$ cat src/rtl/adc_pkg.sv
package adc_pkg;

  // ------------------------------------------------------------
  // register offsets
  // ------------------------------------------------------------
  localparam logic [7:0] ADDR_RESET_CONTROL = 8'h01;
  localparam logic [7:0] ADDR_OUTPUT_STAGE = 8'h02;
  localparam logic [7:0] ADDR_POWER_STATE = 8'h03;

  // ------------------------------------------------------------
  // reset values
  // ------------------------------------------------------------
  localparam logic [7:0] RST_RESET_CONTROL = 8'h00;
  localparam logic [7:0] RST_OUTPUT_STAGE = 8'h00;
  localparam logic [7:0] RST_POWER_STATE = 8'h10;

  // ------------------------------------------------------------
  // field positions
  // ------------------------------------------------------------
  localparam int CORE_RESET_BIT = 4;
  localparam int REG_RESET_BIT = 0;
  localparam logic [7:0] RESET_CTRL_RW_MASK = 8'hE0;
  localparam int RATE_LSB = 4;
  localparam int BRIDGE_BIT = 2;
  localparam int MOD_LSB = 0;
  localparam int DSP_HOLD_BIT = 4;
  localparam int MUTE_BIT = 3;
  localparam int PSTATE_LSB = 0;

  // ------------------------------------------------------------
  // enumerations
  // ------------------------------------------------------------
  typedef enum logic [2:0] {
    RATE_768K = 3'h0,
    RATE_384K = 3'h1,
    RATE_480K = 3'h3,
    RATE_576K = 3'h4
  } adc_rate_t;

  typedef enum logic [1:0] {
    MOD_BD = 2'h0,
    MOD_SINGLE_SIDED = 2'h1,
    MOD_HYBRID = 2'h2
  } adc_mod_t;

  typedef enum logic [1:0] {
    PS_DEEP_SLEEP = 2'h0,
    PS_SLEEP = 2'h1,
    PS_HIZ = 2'h2,
    PS_PLAY = 2'h3
  } adc_pstate_t;

  // register access from the control port
  typedef struct packed {
    logic wr_en;
    logic rd_en;
    logic [7:0] addr;
    logic [7:0] wdata;
  } adc_req_t;

  // decoded control outputs
  typedef struct packed {
    logic [2:0] switching_rate_select;
    logic rate_reserved;
    logic bridge_parallel_select;
    logic [1:0] modulation_scheme;
    logic dsp_hold;
    logic mute;
    logic [1:0] power_state;
  } adc_ctrl_t;

endpackage : adc_pkg

$ cat src/rtl/adc_device_control_regs.sv
//
// Contract
// writing 1 to core_reset_bit resets whole digital chain; bit self-clears
// a core reset makes the dsp wipe the coefficient ram
// writing 1 to bit 0 restores register defaults, ram kept; self-clears
// bits 6-4 pick switching rate 768/384/480/576 kHz; other codes reserved
// bridge_parallel_select 0 selects btl, 1 selects parallel btl
// modulation_scheme 00 bd, 01 single sided, 10 hybrid
// dsp_hold resets to 1; clearing it powers up the dsp
// host clears dsp_hold only after audio clocks are stable
// mute bit requests soft ramp down; clearing ramps volume back up
// power state 00 deep sleep, 01 sleep, 10 hi-z, 11 play
// host selects hi-z, releases dsp, waits 5 ms before play
// read/write reserved bits store data; read-only reserved reads zero
`timescale 1ns/10ps

module adc_device_control_regs (
  input wire logic sys_clk,
  input wire logic arst_n,
  input wire adc_pkg::adc_req_t req,
  output logic [7:0] rdata,
  output logic rvalid,
  output adc_pkg::adc_ctrl_t ctrl,
  output logic core_reset_pulse,
  output logic coef_ram_clear,
  output logic mute_ramp_down,
  output logic mute_ramp_up
);

  // ------------------------------------------------------------
  // register state
  // ------------------------------------------------------------
  logic [7:0] reset_control_ff;
  logic [7:0] output_stage_config_ff;
  logic [7:0] power_state_control_ff;
  logic [7:0] nxt_reset_control;
  logic [7:0] nxt_output_stage_config;
  logic [7:0] nxt_power_state_control;
  logic [7:0] rdata_ff;
  logic [7:0] nxt_rdata;
  logic rvalid_ff;
  logic nxt_rvalid;
  logic core_reset_ff;
  logic nxt_core_reset;
  logic coef_clear_ff;
  logic nxt_coef_clear;
  logic mute_down_ff;
  logic nxt_mute_down;
  logic mute_up_ff;
  logic nxt_mute_up;
  logic wipe;
  // reserved switching codes flagged so the modulator can hold its last rate
  logic rate_flag_ff;
  logic nxt_rate_flag;

  function automatic logic hit(input adc_pkg::adc_req_t r, input logic [7:0] a);
    hit = r.wr_en && (r.addr == a);
  endfunction : hit

  function automatic logic rate_is_reserved(input logic [2:0] code);
    case (code)
      adc_pkg::RATE_768K, adc_pkg::RATE_384K,
      adc_pkg::RATE_480K, adc_pkg::RATE_576K: rate_is_reserved = 1'b0;
      default: rate_is_reserved = 1'b1;
    endcase
  endfunction : rate_is_reserved

  // ------------------------------------------------------------
  // next state
  // ------------------------------------------------------------
  always_comb begin
    nxt_reset_control = reset_control_ff;
    nxt_output_stage_config = output_stage_config_ff;
    nxt_power_state_control = power_state_control_ff;
    nxt_core_reset = 1'b0;
    nxt_coef_clear = 1'b0;
    wipe = 1'b0;
    if (hit(req, adc_pkg::ADDR_RESET_CONTROL)) begin
      // only reserved r/w bits are stored; self-clearing bits never land
      nxt_reset_control = req.wdata & adc_pkg::RESET_CTRL_RW_MASK;
      if (req.wdata[adc_pkg::CORE_RESET_BIT]) begin
        nxt_core_reset = 1'b1;
        nxt_coef_clear = 1'b1;
        wipe = 1'b1;
      end else if (req.wdata[adc_pkg::REG_RESET_BIT]) begin
        wipe = 1'b1;
      end
    end
    if (hit(req, adc_pkg::ADDR_OUTPUT_STAGE)) begin
      nxt_output_stage_config = req.wdata;
    end
    if (hit(req, adc_pkg::ADDR_POWER_STATE)) begin
      nxt_power_state_control = req.wdata;
    end
    // a register reset wins over data written in the same access
    if (wipe) begin
      nxt_reset_control = adc_pkg::RST_RESET_CONTROL;
      nxt_output_stage_config = adc_pkg::RST_OUTPUT_STAGE;
      nxt_power_state_control = adc_pkg::RST_POWER_STATE;
    end
  end

  // ------------------------------------------------------------
  // read path and derived pulses
  // ------------------------------------------------------------
  always_comb begin
    nxt_rvalid = req.rd_en;
    nxt_rdata = rdata_ff;
    if (req.rd_en) begin
      case (req.addr)
        adc_pkg::ADDR_RESET_CONTROL: nxt_rdata = reset_control_ff;
        adc_pkg::ADDR_OUTPUT_STAGE: nxt_rdata = output_stage_config_ff;
        adc_pkg::ADDR_POWER_STATE: nxt_rdata = power_state_control_ff;
        default: nxt_rdata = 8'h00;
      endcase
    end
    // edge of the mute request starts a ramp in the volume stage
    nxt_mute_down = nxt_power_state_control[adc_pkg::MUTE_BIT]
                    && !power_state_control_ff[adc_pkg::MUTE_BIT];
    nxt_mute_up = !nxt_power_state_control[adc_pkg::MUTE_BIT]
                  && power_state_control_ff[adc_pkg::MUTE_BIT];
  end

  always_ff @(posedge sys_clk or negedge arst_n) begin
    if (!arst_n) begin
      reset_control_ff <= adc_pkg::RST_RESET_CONTROL;
      output_stage_config_ff <= adc_pkg::RST_OUTPUT_STAGE;
      power_state_control_ff <= adc_pkg::RST_POWER_STATE;
      rdata_ff <= 8'h00;
      rvalid_ff <= 1'b0;
      core_reset_ff <= 1'b0;
      coef_clear_ff <= 1'b0;
      mute_down_ff <= 1'b0;
      mute_up_ff <= 1'b0;
    end else begin
      reset_control_ff <= nxt_reset_control;
      output_stage_config_ff <= nxt_output_stage_config;
      power_state_control_ff <= nxt_power_state_control;
      rdata_ff <= nxt_rdata;
      rvalid_ff <= nxt_rvalid;
      core_reset_ff <= nxt_core_reset;
      coef_clear_ff <= nxt_coef_clear;
      mute_down_ff <= nxt_mute_down;
      mute_up_ff <= nxt_mute_up;
    end
  end

  // ------------------------------------------------------------
  // outputs
  // ------------------------------------------------------------
  // controls are fields of flip-flops; no gates after them
  assign ctrl.switching_rate_select = output_stage_config_ff[adc_pkg::RATE_LSB +: 3];
  assign ctrl.rate_reserved = rate_flag_ff;
  assign ctrl.bridge_parallel_select = output_stage_config_ff[adc_pkg::BRIDGE_BIT];
  assign ctrl.modulation_scheme = output_stage_config_ff[adc_pkg::MOD_LSB +: 2];
  assign ctrl.dsp_hold = power_state_control_ff[adc_pkg::DSP_HOLD_BIT];
  assign ctrl.mute = power_state_control_ff[adc_pkg::MUTE_BIT];
  assign ctrl.power_state = power_state_control_ff[adc_pkg::PSTATE_LSB +: 2];
  assign rdata = rdata_ff;
  assign rvalid = rvalid_ff;
  assign core_reset_pulse = core_reset_ff;
  assign coef_ram_clear = coef_clear_ff;
  assign mute_ramp_down = mute_down_ff;
  assign mute_ramp_up = mute_up_ff;

  always_comb begin
    nxt_rate_flag = rate_is_reserved(nxt_output_stage_config[adc_pkg::RATE_LSB +: 3]);
  end

  always_ff @(posedge sys_clk or negedge arst_n) begin
    if (!arst_n) begin
      rate_flag_ff <= 1'b0;
    end else begin
      rate_flag_ff <= nxt_rate_flag;
    end
  end

endmodule : adc_device_control_regs

$ cat config.mk
export PLATFORM = sky130hd
export DESIGN_NAME = adc_device_control_regs
export DESIGN_NICKNAME = d
export VERILOG_FILES = /design/src/rtl/adc_pkg.sv /design/src/rtl/adc_device_control_regs.sv
export SDC_FILE = /design/constraint.sdc
export NUM_CORES = 1
export LEC_CHECK = 0
export BUFFER_PORTS_ARGS = -buffer_cell sky130_fd_sc_hd__buf_2
export CELL_PAD_IN_SITES_DETAIL_PLACEMENT = 0
export CELL_PAD_IN_SITES_GLOBAL_PLACEMENT = 1
export CORE_MARGIN = 1
export CORE_UTILIZATION = 40
export CTS_CLUSTER_SIZE = 20
export DETAILED_ROUTE_END_ITERATION = 8
export PLACE_DENSITY_LB_ADDON = 0.1
export SLEW_MARGIN = 25
export SYNTH_ARGS = -nofsm -noshare
export SYNTH_HDL_FRONTEND = slang
export SYNTH_SLANG_ARGS = --single-unit
$ cat constraint.sdc
create_clock -name sys_clk -period 1.22 [get_ports sys_clk]
set_input_delay 0.061 -clock sys_clk [delete_from_list [all_inputs] [get_ports sys_clk]]
set_output_delay 0.061 -clock sys_clk [all_outputs]
set_load 0.005 [all_outputs]
After elaboration in Yosys (flattened, before gate mapping)

Cells that the tools add are included.

Register bits: 37
Input bits: 20

Equality and inequality tests: 6
Mux-type cells: 13
Reduce and logical (&&, ||, !) cells: 12

Operators with widths:

| cell                                                | number |
|---|---|
| two-way mux 8 bit                                   | 6 |
| case mux 8 bit (3 select lines)                     | 1 |
| equality test 8 x 2 -> 1 bit, second input constant | 2 |
| equality test 8 x 1 -> 1 bit, second input constant | 1 |
| two-way mux 1 bit                                   | 6 |
| nonzero test 2 bit                                  | 3 |
| logical AND 1 bit                                   | 5 |
| OR reduction 4 bit                                  | 1 |
| equality test 3 x 1 -> 1 bit, second input constant | 1 |
| equality test 3 x 2 -> 1 bit, second input constant | 1 |
| equality test 3 bit, second input constant          | 1 |
| logical NOT 3 bit                                   | 1 |
| logical NOT 1 bit                                   | 2 |

Depth between registers and ports, before layout

Word-level depth: 7
Depth in mapped cells: 5
Gate-level depth less buffers: 3

Worst setup path before layout

Ideal clock, no wire load.

Path kind: input to register
Start: input req[13] (netlist name)
End: register power_state_control_ff[1]
Library setup time: 0.130 ns
Arrival time: 1.374 ns
Data required time: 1.090 ns
Slack: -0.284 ns
Stages on the path: 5
Path through: or4_4 -> buf_6 -> nor4_4 -> buf_6 -> a21oi_1

Cells in the longest elaborated chain, start to end: 4
Elaborated cells on any way between the ends: 7

Ends and longest elaborated chain:

| element                                                        | RTL line                       | text |
|---|---|---|
| from (decl)                                                    | adc_device_control_regs.sv:20  | `input wire adc_pkg::adc_req_t req,` |
| equality test 8 x 1 -> 1 bit                                   | adc_device_control_regs.sv:57  | `hit = r.wr_en && (r.addr == a);` |
| logical AND 1 bit                                              | adc_device_control_regs.sv:57  |  |
| two-way mux 1 bit                                              | adc_device_control_regs.sv:78  | `if (hit(req, adc_pkg::ADDR_RESET_CONTROL)) begin` |
| two-way mux 8 bit / nonzero test 2 bit (equally long branches) | -                              |  |
| to (signal assigned)                                           | adc_device_control_regs.sv:128 | `power_state_control_ff <= adc_pkg::RST_POWER_STATE;` |
| to (signal assigned)                                           | adc_device_control_regs.sv:138 | `power_state_control_ff <= nxt_power_state_control;` |
| to (decl)                                                      | adc_device_control_regs.sv:35  | `logic [7:0] power_state_control_ff;` |

Parallel ways exist; a longest one is shown, timed or not.
A chain may end at the register's enable or synchronous reset.

Worst setup path after layout

Start: input req[14] (netlist name)
End: register power_state_control_ff[0]

Same word-level chain as after synthesis.

==> impl_metrics.toml <==
[status]
status = "complete, but fails checks"
failed_checks = "setup timing"

[hold_path]
min_path_cells = 3
min_path_type = "input pin to flop"
whs_endpoint = "power_state_control_ff[1]"
hold_start = "req[1]"

[cts]
cts_root_buffer = "clkbuf_8"
cts_sinks = 32
numCtsBuffers = 5
clk_latency_ps = 290
path_clk_slew_ps = 70
htree_levels = 2
cts_tree = "done"
clock_path_buffers = 2

[detailed_routing]
vias = 1529
first_pass_iters = 4
ant_nets = 0
routed_wl_mm = 4.65
drtIter0Drc = 89
wire_per_inst_microns = 17.1
avgViaCountPerCell = 5.62
drc = 0

[synthesis]
synth_warnings = 0
yosysMostFrequentCell = "dfrtp_1"
async_reset_ff_share_pct = 100
synthTopCellsByCount = "dfrtp_1, o31ai_1, nand4_1, a21oi_1"
ys_ff_latch = 32
synth_top_area_cell = "dfrtp_1"
syn_area_sq_um = 1730
synth_area_leaders = "dfrtp_1, o31ai_1, nand4_1"
synth_ff_type = "dfrtp_1"
syn_nets = 189
synth-edff-count = 0
synth_area_per_cell_sq_um = 10.2
postSynthCellCount = 169
synthDistinctLibCells = 32
synth_seq_area_share_pct = 46.4
synth.top_cell.area_share_pct = 44.9

[grt]
grt_max_degree = 33
grt_pass1_wl_mm = 7.60
grt_usage_pct = 23.1
grt-ovfl-total = 0
grt_pass1_vias = 1461
antenna_found_initial = 0

[layout]
antenna_cells = 0
area_growth_pct = 29.8
final_core_util_pct = 54.8
final_area_sq_um = 2240
drive_gt1_share_pct = 41.9
final_nets = 241

[worst_setup_path]
required_ps = 1370
critical_path_class = "input pin to flop"
crit_path_start_kind = "input pin"
endpoint_kind = "flop"
rr_endpoint = "rdata[7]"
arrival_ps = 1380
r2r_cells = 3
timing.rr.start = "power_state_control_ff[7]"
r2r_slack_ps = 150
cp_max_fo = 8

[timing]
slew_violations = 0
setup_ws_ps = -8.19
relSlewSlack_pct = 64.1
setup_tns_ps = -16.2
skew_ps = 6.47
setup_viol = 2
hold_viol = 0
period_needed_ps = 1230
clock.fmax_mhz = 814
worst_pin_slew_ps = 536
post-route-period-util_pct = 101
rsz0062_at_grt = "true"

[power]
power.leakage_uw = 0.00106
power.density_nw_per_um2 = 1150
power_uw = 2570
ir_drop_mv = 0.584

[placement]
dp_hpwl_mm = 3.37
io_buffers = 43
routabilityCongestion = 0.853
dp_worst_setup_slack_ps = -364
placed_area_sq_um = 2050

[floorplan]
dieHeight_microns = 67.7
fp.dieW_microns = 67.7
io_pins = 44
core_sq_um = 4090
die_area_sq_um = 4580
rows = 23
start_util_pct = 42.3

[run]
maxCapViolations = 0
==> worst max-delay path, cell delays in order <==
cell     delay [ps]
buf_2           100
or4_4           600
buf_4           190
o41ai_4         300
mux2i_1         120
==> layout by cell type, fill, tap and decap left out, types with 2 or more instances in the layout <==
master,instances
buf_2,43
dfrtp_1,31
buf_4,26
o31ai_1,18
nand4_1,15
a21oi_1,14
inv_1,12
o22ai_1,8
mux2i_1,7
clkbuf_8,7
mux2_2,5
nor2_1,3
o31ai_2,3
nand3_1,3
a22oi_1,3
nand3b_1,2
and3b_1,2
nor4_1,2
o41ai_4,2
dlygate4sd3_1,2
==> layer usage <==
| layer | up-vias | part of all wire [%] | global-route usage (%) |
|---|---|---|---|
| li1 | 731 | - | - |
| met1 | 734 | 47 | 31.6 |
| met2 | 58 | 47 | 35.3 |
| met3 | 6 | 5.4 | 5.57 |
| met4 | 0 | 1.2 | 7.45 |
| met5 | - | 0 | 0 |
==> worst max-delay path by stage <==
stage / slack [ps] / from / to
after floorplan: -240 / req[13] / power_state_control_ff[1]
after global placement: -290 / req[13] / reset_control_ff[6]
after detailed placement: -360 / req[13] / output_stage_config_ff[0]
after CTS: 5 / req[14] / power_state_control_ff[0]
after global routing: -60 / req[14] / reset_control_ff[7]
final: -8 / req[14] / power_state_control_ff[0]
==> layout make-up <==
| cell class | instances | area, sq um |
|---|---|---|
| clock buffers | 7 | 96.3 |
| clock inverters | 1 | 30.0 |
| fillers | 374 | 1850 |
| inverters | 12 | 45.0 |
| multi-input cells | 99 | 774 |
| flip-flops and latches | 32 | 802 |
| well taps | 50 | 62.6 |
| repair buffers | 71 | 430 |
==> where the power goes <==
part,switching (uW),internal (uW),total (uW)
registers,27.1,1100,1130
clock network,399,720,1120
logic,181,139,320
==> registers in the layout (all words and copies together), names as in the netlist <==
name / count
output_stage_config_ff: 8
reset_control_ff: 3
power_state_control_ff: 8
mute_ramp_up: 1
coef_ram_clear: 1
rdata: 8
rvalid: 1
mute_ramp_down: 1
rate_flag_ff: 1
==> per-stage QoR <==
step                instances  hold slack [ps]
detailed placement        262              109
floorplan                 169             -235
finish                    272             25.2
global route              272             37.1
CTS                       272             19.1
global placement          262              101
==> kinds of logic after synthesis <==
family / count (synthesis) / synth area share [%]
buf+inv: 38 / 11.7
flops: 32 / 46.4
mux: 12 / 7.32
compound gates: 52 / 20.3
simple gates: 35 / 14.2
==> timing repair <==
action	in CTS	in global routing
pin swaps	2	0
setup buffers	0	0
gates resized for setup	1	5
endpoints found under the hold margin	32	0
setup endpoints to repair	4	8
hold buffers	2	0
No activity file was read; power rests on OpenSTA's default activity.
